### config.mk
export PLATFORM = sky130hd
export DESIGN_NAME = dit_timer
export DESIGN_NICKNAME = d
export VERILOG_FILES = /design/src/hw/dit_pkg.sv /design/src/hw/dit_timer.sv
export SDC_FILE = /design/constraint.sdc
export NUM_CORES = 1
export LEC_CHECK = 0
export BUFFER_PORTS_ARGS = -buffer_cell sky130_fd_sc_hd__buf_2
export CORE_MARGIN = 2
export CORE_UTILIZATION = 50
export DETAILED_ROUTE_END_ITERATION = 6
export PLACE_DENSITY = 0.76
export SYNTH_ARGS = -nofsm -noshare
export SYNTH_HDL_FRONTEND = slang
export SYNTH_SLANG_ARGS = --single-unit
### constraint.sdc
create_clock -name clk_i -period 1.6 [get_ports clk_i]
set_input_delay 0.16 -clock clk_i [delete_from_list [all_inputs] [get_ports clk_i]]
set_output_delay 0.16 -clock clk_i [all_outputs]
set_load 0.01 [all_outputs]
### src/hw/dit_pkg.sv
/*
 * constants for the dual interval timer: register offsets, field positions,
 * reset values and the full count value.
 * assumes a byte-wide cpu bus with 8-bit addresses inside the special page.
 */
// Contract
// [RULE_01] flag sets when interval elapses; request only with both enables set
// [RULE_02] flag clears on interrupt service or by software write
// [RULE_03] flag is bit 7 of flag register two; other bits untouched
// [RULE_04] interval enable is bit 7 of enable register two
// [RULE_05] hold stops counter two; counter one only when cascade also set
// [RULE_06] control and counts keep contents at reset; flag and enable cleared
// [RULE_07] counter two clock: aux, sub-main, or aux/256 when cascaded
// [RULE_08] cascade makes one 16-bit counter, second stage at aux/256
// [RULE_09] counter one counts aux and gives lcd tick at aux/32..256
// [RULE_10] counter two drives the flag; counter writes act at once
// [RULE_11] interval select gives counter two clock divided by 2..256
package dit_pkg;
    localparam logic [7:0] ADDR_IRQ_FLAG_TWO = 8'h01;
    localparam logic [7:0] ADDR_IRQ_ENABLE_TWO = 8'h03;
    localparam logic [7:0] ADDR_TIMER_CONTROL = 8'h40;
    localparam logic [7:0] ADDR_LCD_FRAME_COUNT = 8'h46;
    localparam logic [7:0] ADDR_INTERVAL_COUNT = 8'h47;

    localparam int BIT_INTERVAL_FLAG = 7;
    localparam int BIT_INTERVAL_IRQ_ENABLE = 7;
    localparam int BIT_SOURCE_SELECT = 7;
    localparam int BIT_COUNTER_HOLD = 6;
    localparam int BIT_CASCADE_SELECT = 5;
    localparam int POS_LCD_RATE = 3;
    localparam int POS_INTERVAL_SELECT = 0;
    // lcd tick from counter one bit 4 gives aux/32
    localparam int LCD_TICK_BASE_BIT = 4;

    localparam logic RST_INTERVAL_FLAG = 1'b0;
    localparam logic RST_INTERVAL_IRQ_ENABLE = 1'b0;
    localparam logic [7:0] RST_READ_DATA = 8'h00;
    localparam logic [7:0] COUNT_FULL = 8'hff;
endpackage : dit_pkg

### src/hw/dit_timer.sv
/*
 * dual interval timer: two cascadable 8-bit counters, interval flag and
 * lcd timing tick, registers on the cpu byte bus.
 * assumes aux and sub-main clocks are slow pins well below clk_i/2;
 * gie_i and irq_ack_i come from the cpu on clk_i.
 */
`timescale 1ns/1ps
module dit_timer (
    // clock and reset
    input wire logic clk_i,
    input wire logic rstn_i,
    // cpu byte bus
    input wire logic [7:0] addr_i,
    input wire logic [7:0] wdata_i,
    input wire logic wr_i,
    input wire logic rd_i,
    output logic [7:0] rdata_o,
    // cpu interrupt
    input wire logic gie_i,
    input wire logic irq_ack_i,
    output logic irq_o,
    // counter clock pins
    input wire logic aux_clk_i,
    input wire logic sub_main_clock_i,
    // lcd controller
    output logic lcd_timing_tick_o
);
    import dit_pkg::*;

    // ------------------------------------------------------------
    // clock pin synchronisers and edge detect
    // ------------------------------------------------------------
    logic [2:0] aux_sync_ff;
    logic [2:0] smc_sync_ff;
    // pins are asynchronous: two flops, then a third for the rising-edge detect
    always_ff @(posedge clk_i) begin
        aux_sync_ff <= {aux_sync_ff[1:0], aux_clk_i};
        smc_sync_ff <= {smc_sync_ff[1:0], sub_main_clock_i};
    end
    wire aux_edge = aux_sync_ff[1] & ~aux_sync_ff[2];
    wire smc_edge = smc_sync_ff[1] & ~smc_sync_ff[2];

    // ------------------------------------------------------------
    // registers
    // ------------------------------------------------------------
    // control and counts are deliberately left without reset
    logic [7:0] ctrl_ff;
    logic [7:0] cnt1_ff;
    logic [7:0] cnt2_ff;
    logic flag_ff;
    logic ie_ff;
    logic tick_ff;

    wire wr_flag = wr_i && addr_i == ADDR_IRQ_FLAG_TWO;
    wire wr_ie = wr_i && addr_i == ADDR_IRQ_ENABLE_TWO;
    wire wr_ctrl = wr_i && addr_i == ADDR_TIMER_CONTROL;
    wire wr_cnt1 = wr_i && addr_i == ADDR_LCD_FRAME_COUNT;
    wire wr_cnt2 = wr_i && addr_i == ADDR_INTERVAL_COUNT;

    wire source_select = ctrl_ff[BIT_SOURCE_SELECT];
    wire counter_hold = ctrl_ff[BIT_COUNTER_HOLD];
    wire cascade_select = ctrl_ff[BIT_CASCADE_SELECT];
    wire [1:0] lcd_rate_select = ctrl_ff[POS_LCD_RATE +: 2];
    wire [2:0] interval_select = ctrl_ff[POS_INTERVAL_SELECT +: 3];

    // ------------------------------------------------------------
    // counting
    // ------------------------------------------------------------
    // bit k falls on an increment when the low k+1 bits are all ones
    function automatic logic bit_falls(input logic [7:0] cnt, input logic [2:0] k);
        logic [7:0] mask;
        mask = 8'hff >> (3'd7 - k);
        bit_falls = (cnt & mask) == mask;
    endfunction : bit_falls

    wire cnt1_inc = aux_edge && !(counter_hold && cascade_select); // [RULE_05] [RULE_09]
    wire cnt1_wrap = cnt1_inc && cnt1_ff == COUNT_FULL;            // [RULE_08]
    // in cascade the wrap of counter one is the only clock of counter two
    wire cnt2_src = cascade_select ? cnt1_wrap :                   // [RULE_07] [RULE_08]
                    (source_select ? smc_edge : aux_edge);
    wire cnt2_inc = cnt2_src && !counter_hold;                     // [RULE_05]

    wire [2:0] lcd_bit = 3'(LCD_TICK_BASE_BIT) + {1'b0, lcd_rate_select};
    wire tick_set = cnt1_inc && bit_falls(cnt1_ff, lcd_bit);       // [RULE_09]
    wire flag_set = cnt2_inc && bit_falls(cnt2_ff, interval_select); // [RULE_10] [RULE_11]

    // writes beat increments so software values act at once
    wire [7:0] nxt_cnt1 = wr_cnt1 ? wdata_i : (cnt1_inc ? cnt1_ff + 8'h01 : cnt1_ff); // [RULE_10]
    wire [7:0] nxt_cnt2 = wr_cnt2 ? wdata_i : (cnt2_inc ? cnt2_ff + 8'h01 : cnt2_ff); // [RULE_10]

    always_ff @(posedge clk_i) begin // [RULE_06]
        cnt1_ff <= nxt_cnt1;
        cnt2_ff <= nxt_cnt2;
        if (wr_ctrl) begin
            ctrl_ff <= wdata_i;
        end
    end

    // ------------------------------------------------------------
    // interrupt flag, enable, tick and read data
    // ------------------------------------------------------------
    // set wins over service and software clear
    wire flag_clr = irq_ack_i || (wr_flag && !wdata_i[BIT_INTERVAL_FLAG]); // [RULE_02] [RULE_03]
    wire nxt_flag = flag_set || (wr_flag && wdata_i[BIT_INTERVAL_FLAG]) || (flag_ff && !flag_clr); // [RULE_01]

    // unmapped reads and bits owned by other modules return zero
    wire [7:0] rd_mux =
        (addr_i == ADDR_IRQ_FLAG_TWO) ? {flag_ff, 7'h00} :
        (addr_i == ADDR_IRQ_ENABLE_TWO) ? {ie_ff, 7'h00} :
        (addr_i == ADDR_TIMER_CONTROL) ? ctrl_ff :
        (addr_i == ADDR_LCD_FRAME_COUNT) ? cnt1_ff :
        (addr_i == ADDR_INTERVAL_COUNT) ? cnt2_ff : 8'h00;

    always_ff @(posedge clk_i) begin
        if (!rstn_i) begin
            flag_ff <= RST_INTERVAL_FLAG;       // [RULE_06]
            ie_ff <= RST_INTERVAL_IRQ_ENABLE;   // [RULE_06]
            tick_ff <= 1'b0;
            rdata_o <= RST_READ_DATA;
        end else begin
            flag_ff <= nxt_flag;
            if (wr_ie) begin
                ie_ff <= wdata_i[BIT_INTERVAL_IRQ_ENABLE]; // [RULE_04]
            end
            tick_ff <= tick_set;
            if (rd_i) begin
                rdata_o <= rd_mux;
            end
        end
    end

    assign irq_o = flag_ff && ie_ff && gie_i; // [RULE_01]
    assign lcd_timing_tick_o = tick_ff;
endmodule : dit_timer

# ---- Word level (Yosys, flattened, before mapping)
# Cells that the tools add are included.
# Widths: inputs -> output; s select.
dict set report totals {
  regBits 41
  latchBits 0
  ram_bits 0
  romBits 0
  out_inout_bits 10
  elab_cells 66
  n_memories 0
}
dict set report classes {
  add_sub_neg 5
  n_mul 0
  div_mod_pow 0
  magnitude_cmp 0
  n_eq_ne 8
  shift 2
  mux 11
  bitwise_logic 6
  n_reduce_logical 25
}
# op n
set ops {}
lappend ops {{$mux 8} 9}
lappend ops {{$eq 8x7->1 const B} 3}
lappend ops {{$add 8x1->8 const B} 2}
lappend ops {{$and 8x8->8} 2}
lappend ops {{$eq 8x8->1} 2}
lappend ops {{$logic_and 1x1->1} 16}
lappend ops {{$shr 8x3->8 const A} 2}
lappend ops {{$eq 8x1->1 const B} 1}
lappend ops {{$eq 8x2->1 const B} 1}
lappend ops {{$eq 8x8->1 const B} 1}
lappend ops {{$sub 3x3->3 const A} 2}
lappend ops {{$logic_not 1->1} 4}
lappend ops {{$reduce_bool 2->1} 2}
lappend ops {{$add 3x2->3 const A} 1}
lappend ops {{$logic_or 1x1->1} 3}
lappend ops {{$and 1x1->1} 2}
lappend ops {{$mux 1} 2}
lappend ops {{$not 1->1} 2}

# ---- Logic depth before layout (Yosys ltp)
# Gate-level depths: netlist of run 1.
dict set report depth {
  word_depth 9
  depth_mapped 5
  depth_no_buf 5
}

# ---- Worst setup path before layout of run 1
# No wires, ideal clock.
dict set report synth_path {
  path_type {input to register}
  startpoint {input addr_i[3]}
  endpoint {register ctrl_ff[0], enable pin}
  setup_time_ps 371
  t_arrival_ps 1306
  t_required_ps 1229
  path_slack_ps -77
  stages 3
  path_cell_list {nor4_4 nand3_1 nor2_1}
}
dict set report synth_via {
  elab_chain_len 2
}
# element line
set synth_rtl {}
lappend synth_rtl {{start: declaration} dit_timer.sv:13} ;# input wire logic [7:0] addr_i,
lappend synth_rtl {{$eq 8x7->1} dit_timer.sv:56} ;# wire wr_ctrl = wr_i && addr_i == ADDR_TIMER_CONTROL;
lappend synth_rtl {{$logic_and 1x1->1} dit_timer.sv:56}
lappend synth_rtl {{net wr_ctrl} dit_timer.sv:56}
lappend synth_rtl {{end signal: assignment} dit_timer.sv:95} ;# ctrl_ff <= wdata_i;
lappend synth_rtl {{end: declaration} dit_timer.sv:47} ;# logic [7:0] ctrl_ff;
# The timed path passes the listed nets, and every way through them passes these cells.
# A chain may end at the register's enable or synchronous reset.

# ---- Worst setup path after layout of run 1
dict set report layout_path {
  startpoint {register cnt1_ff[1]}
  endpoint {register cnt2_ff[3], enable pin}
}
dict set report layout_via {
  elab_chain_len 5
}
# element line
set layout_rtl {}
lappend layout_rtl {{start: declaration} dit_timer.sv:48} ;# logic [7:0] cnt1_ff;
lappend layout_rtl {{start signal: assignment} dit_timer.sv:92} ;# cnt1_ff <= nxt_cnt1;
lappend layout_rtl {{$eq 8x8->1} dit_timer.sv:77} ;# wire cnt1_wrap = cnt1_inc && cnt1_ff == COUNT_FULL;
lappend layout_rtl {{$logic_and 1x1->1} dit_timer.sv:77}
lappend layout_rtl {{$mux 1} dit_timer.sv:79} ;# wire cnt2_src = cascade_select ? cnt1_wrap :
lappend layout_rtl {{$logic_and 1x1->1} dit_timer.sv:81} ;# wire cnt2_inc = cnt2_src && !counter_hold;
lappend layout_rtl {{$reduce_bool 2->1 (no line)} --}
lappend layout_rtl {{end signal: assignment} dit_timer.sv:93} ;# cnt2_ff <= nxt_cnt2;
lappend layout_rtl {{end: declaration} dit_timer.sv:49} ;# logic [7:0] cnt2_ff;
# No other way between the ends.

==> flow_summary.toml, run 1 <==
[power_and_ir_drop]
p_leak_nw = 1.03
ir_drop_mv = 0.562
power.density_nw_per_um2 = 807

[min_path]
min_from = "wdata_i[0]"
hold_class = "in2reg"
min_to = "ctrl_ff[0]"
hold_path_depth = 1

[place]
port_buffers = 33
pre_cts_slack_ps = -65.9
gp_congestion = 0.850
dp_hpwl_mm = 3.48

[finish]
layout_common_cells = "33 x buf_2, 32 x nor2_1, 24 x edfxtp_1"
antenna_cells = 0
syn_to_final_growth_pct = 23.5
fill_cells = 335
drive_above_1_share = 0.268
fin_nets = 282
post-route-util = 0.636
mostFrequentLayoutCell = "buf_2"

[critical_path]
required_ps = 1600
critPathBufInv = 1
r2r-end = "cnt2_ff[3]"
arrival_ps = 1520
r2r_slack_ps = 80
critPathLaunchType = "flop"
cp_max_fo = 8
path_cells = "ha_2, nand4_1, nor4_1, a21oi_1, nand2_1, buf_4"
rr_worst_depth = 6
crit_path_top_delay_cell = "edfxtp_1"
r2r_start = "cnt1_ff[1]"
cp_slowest_stage_delay_ps = 380
critPathKind = "reg2reg"
crit_family = "flip-flops"
end_kind = "flop"

[grt]
antenna_found_initial = 0
grt_max_degree = 17
grt-ovfl-total = 0
grt_first_pass_wirelength_mm = 6.98
grt_usage = 0.207
grt_pass1_vias = 1552

[timing]
slew_headroom = 0.731
min_period_ps = 1520
holdWs_ps = 78.4
slew_viol_final = 0
post-route-period-util = 0.949
skew_ps = 8.54
timing.fmax_mhz = 659
setup_ws_ps = 81.8
worst_pin_slew_ps = 394
final-setup-viol-count = 0
rsz0062_at_grt = "false"
finalHoldViolations = 0

[logic_synthesis]
ys_warn_count = 0
synth_top_area_share = 0.352
synth_top_cells_by_area = "edfxtp_1 35%, dfxtp_1 17%, nor2_1 6.1%"
synth_seq_area_share = 0.519
ys_async_sr_fraction = 0
syn_nets = 225
synth-edff-count = 24
syn_avg_cell_area_um2 = 10.3
synth_top_area_cell = "edfxtp_1"
synth.cell_area_um2 = 2050
synth.distinct_cells = 40
synthFlopType = "edfxtp_1"
synthCells = 199
synth-seq-cells = 41

[clock_tree]
clk_path_buf_depth = 2
clk_latency_ps = 300
cts_sinks = 41
tritoncts = "built"
path_clk_slew_ps = 70
root_buffer = "clkbuf_8"
post_cts_buffers = 0
htreeDepth = 2
cts_inserted_buffers = 5

[detailed_routing]
wire_per_inst_um = 14.9
via_per_inst = 5.44
drc = 0
first_iter_violations = 117
via_count = 1669
final_antenna_net_count = 0
routed_wl_mm = 4.56
drtPass1Iterations = 4

[floorplan]
core_area_um2 = 3970
chipHeight_um = 68.0
io_pins = 34
dieArea_um2 = 4620
row_count = 23
die_w_um = 68.0
start_util = 0.515

[run_status]
outcome = "complete, no violations"

[run]
drv_cap = 0
-- flip-flops by register name (all words and copies together) (netlist names) --
name / flops
rdata_o: 8
flag_ff: 1
cnt1_ff: 8
smc_sync_ff: 3
aux_sync_ff: 3
cnt2_ff: 8
lcd_timing_tick_o: 1
ctrl_ff: 8
ie_ff: 1
-- routing by layer --
metal	vias up	GRT usage	part of all wire
met5	-	0	0
met4	0	0.0675	0.011
met3	7	0.0526	0.051
met2	47	0.347	0.47
met1	772	0.261	0.47
li1	843	-	-
-- through the flow --
| stage | instances | TNS, ps | cell area [um2] | power (W) |
|---|---|---|---|---|
| 2_1_floorplan | 199 | 0 | 2050 | 0.00123 |
| 5_1_grt | 307 | 0 | 2530 | 0.00209 |
| 6_report | 307 | 0 | 2530 | 0.00204 |
| 3_5_place_dp | 297 | -526 | 2400 | 0.00131 |
| 3_3_place_gp | 297 | -86.8 | 2400 | 0.00131 |
| 4_1_cts | 307 | 0 | 2520 | 0.00205 |
-- how the worst max path moves through the flow --
stage	startpoint	to	cells after the start
after floorplan	addr_i[3]	cnt1_ff[0]	4
after global placement	addr_i[3]	cnt1_ff[1]	5
after detailed placement	addr_i[3]	cnt1_ff[1]	5
after CTS	cnt1_ff[1]	cnt2_ff[0]	6
after global routing	cnt1_ff[1]	cnt2_ff[4]	6
final	cnt1_ff[1]	cnt2_ff[3]	6
-- cell usage after synthesis, types with 5 or more instances --
master    count
mux2i_1       9
o221ai_1      7
nand2b_1     10
nand2_1      11
nand3_1       6
edfxtp_1     24
o21ai_0       5
xor2_1        5
dfxtp_1      17
xnor2_1       7
nor2_1       33
a21oi_1      22
-- where the power goes --
group / switching, W / total, W / internal (W)
Sequential: 0.00000931 / 0.00114 / 0.00113
Combinational: 0.0000831 / 0.000155 / 0.0000715
Clock: 0.000353 / 0.000743 / 0.000390
-- worst reg2reg max path, delay by kind of cell (launching register included) --
kind	cells	cell delay (ps)
AO/OA/AOI/OAI	1	110
AND/OR/NAND/NOR	3	360
buffers and inverters	1	170
flip-flops	1	380
adder cells (fa/ha/maj)	1	210
-- cell families (layout without fill, tap and decap cells) --
family | count (synthesis) | in the layout | share of synthesized area
AND/OR/NAND/NOR | 80 | 80 | 0.208
AO/OA/AOI/OAI | 44 | 44 | 0.136
flip-flops | 41 | 41 | 0.519
XOR/XNOR | 12 | 12 | 0.0514
multiplexers | 11 | 11 | 0.0550
buffers and inverters | 9 | 67 | 0.0190
adder cells (fa/ha/maj) | 2 | 2 | 0.0122
-- area by class of cell --
class	instances	area (um2)	area share
clock buffers	7	96.3	0.0381
clock inverters	1	5.00	0.00198
inverters	4	15.0	0.00594
multi-input cells	149	951	0.376
flip-flops and latches	41	1060	0.420
well taps	50	62.6	0.0248
repair buffers	55	335	0.133
-- what timing repair did --
item                                    CTS  global route
resized for setup                         0             1
endpoints found under the setup margin    0             6
hold buffers                              2             0
hold endpoints to repair                  2             0
No activity file was read; power rests on OpenSTA's default activity.
==> run 2, diff against run 1 <==
--- a/config.mk
+++ b/config.mk
@@ -6,8 +6,10 @@
 export NUM_CORES = 1
 export LEC_CHECK = 0
 export BUFFER_PORTS_ARGS = -buffer_cell sky130_fd_sc_hd__buf_2
+export CELL_PAD_IN_SITES_DETAIL_PLACEMENT = 1
+export CELL_PAD_IN_SITES_GLOBAL_PLACEMENT = 2
 export CORE_MARGIN = 2
-export CORE_UTILIZATION = 50
+export CORE_UTILIZATION = 32
 export DETAILED_ROUTE_END_ITERATION = 6
 export PLACE_DENSITY = 0.76
 export SYNTH_ARGS = -nofsm -noshare
==> run 2 against run 1 <==
Critical path depth fell by 1. Via count rose by 3.5%. Sequential share of layout area decreased by 1.7 points. Critical path type unchanged. Worst hold slack lost 12 ps.
==> flow_summary.toml, run 2 (same netlist as run 1, synthesis figures left out) <==
[run_status]
outcome = "complete, no violations"

[timing]
skew_ps = 8.67
final-setup-viol-count = 0
worst_pin_slew_ps = 393
slew_headroom = 0.735
holdWs_ps = 66.6
timing.fmax_mhz = 660
slew_viol_final = 0
post-route-period-util = 0.947
min_period_ps = 1510
fin_tns_setup_ps = 0
finalHoldViolations = 0

[floorplan]
core_area_um2 = 6280
die_w_um = 84.0
io_pins = 34
dieArea_um2 = 7050
start_util = 0.326
row_count = 29
chipHeight_um = 84.0

[critical_path]
crit_path_top_delay_cell = "o21ai_0"
cp.depth = 5
crit_family = "compound AO/OA/AOI/OAI gates"
critPathKind = "reg2reg"
end_kind = "flop"
rr_worst_depth = 5
cp_max_fo = 8
required_ps = 1620
arrival_ps = 1530
critPathBufInv = 1
path_cells = "nand2b_1, o21ai_0, a21oi_1, nand2_1, buf_12"
cp_slowest_stage_delay_ps = 310
critPathLaunchType = "flop"

[power_and_ir_drop]
power.density_nw_per_um2 = 820
ir_drop_mv = 0.347
p_leak_nw = 1.05
power.total_w = 0.00216

[grt]
grt_first_pass_wirelength_mm = 9.19
grt_max_degree = 15
antenna_found_initial = 0
grt_usage = 0.167
grt_pass1_vias = 1754
grt-ovfl-total = 0

[finish]
finalNonFillerCells = 339
drive_above_1_share = 0.286
antenna_cells = 0
mostFrequentLayoutCell = "buf_2"
fin_nets = 287
layout_common_cells = "33 x buf_2, 32 x nor2_1, 24 x edfxtp_1, 24 x buf_4, 22 x a21oi_1"
syn_to_final_growth_pct = 28.6
fill_cells = 738

[detailed_routing]
routed_wl_mm = 5.65
via_per_inst = 5.10
via_count = 1728
final_antenna_net_count = 0
drc = 0
wire_per_inst_um = 16.7
first_iter_violations = 44
drtPass1Iterations = 4

[place]
placed_cells = 328
gp_congestion = 0.773
port_buffers = 33
dp_hpwl_mm = 4.44

[clock_tree]
tritoncts = "built"
htreeDepth = 2
root_buffer = "clkbuf_8"
cts_sinks = 41
clk_latency_ps = 300
path_clk_slew_ps = 90
clk_path_buf_depth = 2
cts_inserted_buffers = 5

[min_path]
hold_path_depth = 1
hold_class = "in2reg"

[run]
drv_cap = 0
run 2: changes by cell type in the layout (fill, tap and decap cells not counted), sizes merged:
| cell | delta |
|---|---|
| clkinvlp | +1 |
| buf | +5 |
| clkbuf | -2 |
| bufinv | +1 |
run 2: area by class of cell:
type | instances | area [um2] | share of cell area
Multi-Input combinational cell | 149 | 957 | 0.364
Inverter | 4 | 15.0 | 0.00571
Timing Repair Buffer | 60 | 385 | 0.147
Clock buffer | 5 | 68.8 | 0.0262
Clock inverter | 3 | 46.3 | 0.0176
Sequential cell | 41 | 1060 | 0.403
Tap cell | 77 | 96.3 | 0.0366
run 2: final timing paths:
kind         slack [ps]              to            from
max                  90      cnt2_ff[7]  aux_sync_ff[2]
min reg2reg         330  smc_sync_ff[1]  smc_sync_ff[0]
min                  70      ctrl_ff[2]      wdata_i[2]
max reg2reg          90      cnt2_ff[7]  aux_sync_ff[2]
run 2: through the flow:
step	util	setup slack [ps]	cell area [um2]
2_1_floorplan	-	26.4	2050
3_3_place_gp	0.395	44.6	2480
3_5_place_dp	0.395	55.6	2480
4_1_cts	0.416	57.0	2610
5_1_grt	0.419	-15.0	2630
6_report	0.419	85.3	2630
run 2: what timing repair did:
action / CTS / global route
hold endpoints to repair: 2 / 0
endpoints found under the setup margin: 0 / 8
hold buffers: 2 / 0
resized for setup: 0 / 2
buffers inserted: 0 / 1
run 2: report_power, final:
part           internal [W]  switching [W]
clock              0.000467       0.000383
sequential          0.00113     0.00000925
combinational     0.0000758      0.0000903
run 2: layer usage:
layer,global-route usage,part of all wire,vias up
li1,-,-,854
met1,0.221,0.47,823
met2,0.282,0.48,46
met3,0.0356,0.046,5
met4,0.0352,0.0069,0
met5,0,0,-
==> run 3, diff against run 2 <==
==> config.mk (replaced) <==
export PLATFORM = sky130hd
export DESIGN_NAME = dit_timer
export DESIGN_NICKNAME = d
export VERILOG_FILES = /design/src/hw/dit_pkg.sv /design/src/hw/dit_timer.sv
export SDC_FILE = /design/constraint.sdc
export NUM_CORES = 1
export LEC_CHECK = 0
export CELL_PAD_IN_SITES_DETAIL_PLACEMENT = 1
export CELL_PAD_IN_SITES_GLOBAL_PLACEMENT = 2
export CORE_MARGIN = 2
export CORE_UTILIZATION = 37
export CTS_BUF_LIST = sky130_fd_sc_hd__clkbuf_8
export DETAILED_ROUTE_END_ITERATION = 6
export DONT_BUFFER_PORTS = 1
export PLACE_DENSITY = 0.78
export SYNTH_ARGS = -nofsm -noshare
export SYNTH_HDL_FRONTEND = slang
export SYNTH_SLANG_ARGS = --single-unit
==> run 3 against run 2 <==
Clock skew is 3.2 ps lower. Wire length shrank 0.46%. Non-clock buffer count shrank 28. Utilization up 4.7 points. Critical path type unchanged. Largest cell class unchanged.
==> flow_summary.toml, run 3 (same netlist as run 1, synthesis figures left out) <==
[run_status]
outcome = "complete, no violations"

[detailed_routing]
final_antenna_net_count = 0
drc = 0
routed_wl_mm = 5.62
via_count = 1672
wire_per_inst_um = 18.4
first_iter_violations = 94
drtPass1Iterations = 4
via_per_inst = 5.46

[place]
dp_hpwl_mm = 4.40
port_buffers = 0
gp_congestion = 0.865
pre_cts_slack_ps = 33.0

[grt]
antenna_found_initial = 0
grt_max_degree = 14
grt-ovfl-total = 0
grt_pass1_vias = 1747
grt_first_pass_wirelength_mm = 9.27
grt_usage = 0.195

[critical_path]
critPathLaunchType = "flop"
r2r_slack_ps = 50
required_ps = 1630
rr_worst_depth = 6
cp_max_fo = 3
end_kind = "flop"
r2r-end = "cnt1_ff[6]"
arrival_ps = 1590
r2r_start = "cnt1_ff[1]"
critPathKind = "reg2reg"

[finish]
multi_input_area_um2 = 980
fill_cells = 607
drive_above_1_share = 0.184
fin_nets = 259
layout_common_cells = "32 x nor2_1, 24 x edfxtp_1, 22 x buf_4"
syn_to_final_growth_pct = 23.1
register_area_um2 = 1060
mostFrequentLayoutCell = "nor2_1"
antenna_cells = 0

[clock_tree]
path_clk_slew_ps = 80
root_buffer = "clkbuf_8"
clk_path_buf_depth = 2
clk_latency_ps = 280
cts_sinks = 41
cts_inserted_buffers = 5
tritoncts = "built"
htreeDepth = 2

[timing]
skew_ps = 5.52
slew_viol_final = 0
finalHoldViolations = 0
fin_tns_setup_ps = 0
post-route-period-util = 0.970
final-setup-viol-count = 0
slew_headroom = 0.707
rsz0062_at_grt = "false"
setup_ws_ps = 47.9
worst_pin_slew_ps = 439
min_period_ps = 1550
timing.fmax_mhz = 644

[floorplan]
io_pins = 34
start_util = 0.378
die_w_um = 78.4
dieArea_um2 = 6140
chipHeight_um = 78.4
row_count = 27
core_area_um2 = 5410

[min_path]
min_from = "rstn_i"
min_to = "rdata_o[7]"
hold_path_depth = 2
hold_class = "in2reg"

[power_and_ir_drop]
ir_drop_mv = 0.379
power.density_nw_per_um2 = 819
p_leak_nw = 0.929

[run]
drv_cap = 0
run 3: cell types whose count changed in the layout (fill, tap and decap cells not counted), sizes merged:
cell and delta:
buf -36, inv +1, dlygate4sd3 +8, clkinvlp -1
run 3: report_power, final:
group / internal (W) / switching, W / leakage [nW]
Combinational: 0.0000634 / 0.0000519 / 0.512
Clock: 0.000457 / 0.000348 / 0.0593
Sequential: 0.00113 / 0.0000107 / 0.358
Total: 0.00165 / 0.000411 / 0.929
run 3: worst max-delay path by stage:
stage	depth (start not counted)	endpoint	start	slack, ps
5_1_grt	6	cnt1_ff[6]	cnt1_ff[1]	2
2_1_floorplan	4	cnt1_ff[0]	addr_i[3]	30
4_1_cts	5	cnt2_ff[7]	cnt1_ff[1]	20
3_5_place_dp	5	cnt2_ff[7]	cnt1_ff[1]	30
3_3_place_gp	4	cnt2_ff[7]	aux_sync_ff[2]	110
6_report	6	cnt1_ff[6]	cnt1_ff[1]	50
run 3: layer usage:
layer	global-route usage	wire length (um)	vias to the layer above
met5	0	0	-
met3	0.0460	356	13
met1	0.238	2410	804
met4	0.0684	142	0
met2	0.337	2710	55
li1	-	-	800
run 3: critical path, cell delays in order (launching register included):
cell      delay, ps
edfxtp_1        410
ha_2            220
buf_4           140
and4_1          200
nand2_1          80
xor2_1          160
a21oi_1         100
run 3: cell type report:
cell class,count,share of cell area
Multi-Input combinational cell,149,0.389
Clock buffer,5,0.0273
Clock inverter,3,0.0154
Timing Repair Buffer,32,0.105
Tap cell,72,0.0358
Sequential cell,41,0.421
Inverter,4,0.00596
run 3: repair_timing:
action / in CTS / in global routing
hold buffers: 10 / 0
hold endpoints to repair: 10 / 0
gates resized for setup: 0 / 8
buffers inserted: 0 / 1
endpoints found under the setup margin: 0 / 12
run 3: stage by stage:
stage	total power [W]	utilization	hold WS [ps]	cells	area [um2]
6_report	0.00206	0.466	22.2	306	2520
5_1_grt	0.00214	0.466	20.7	306	2520
4_1_cts	0.00209	0.459	17.3	305	2480
3_5_place_dp	0.00126	0.420	188	287	2270
3_3_place_gp	0.00125	0.420	188	287	2270
2_1_floorplan	0.00123	-	188	199	2050
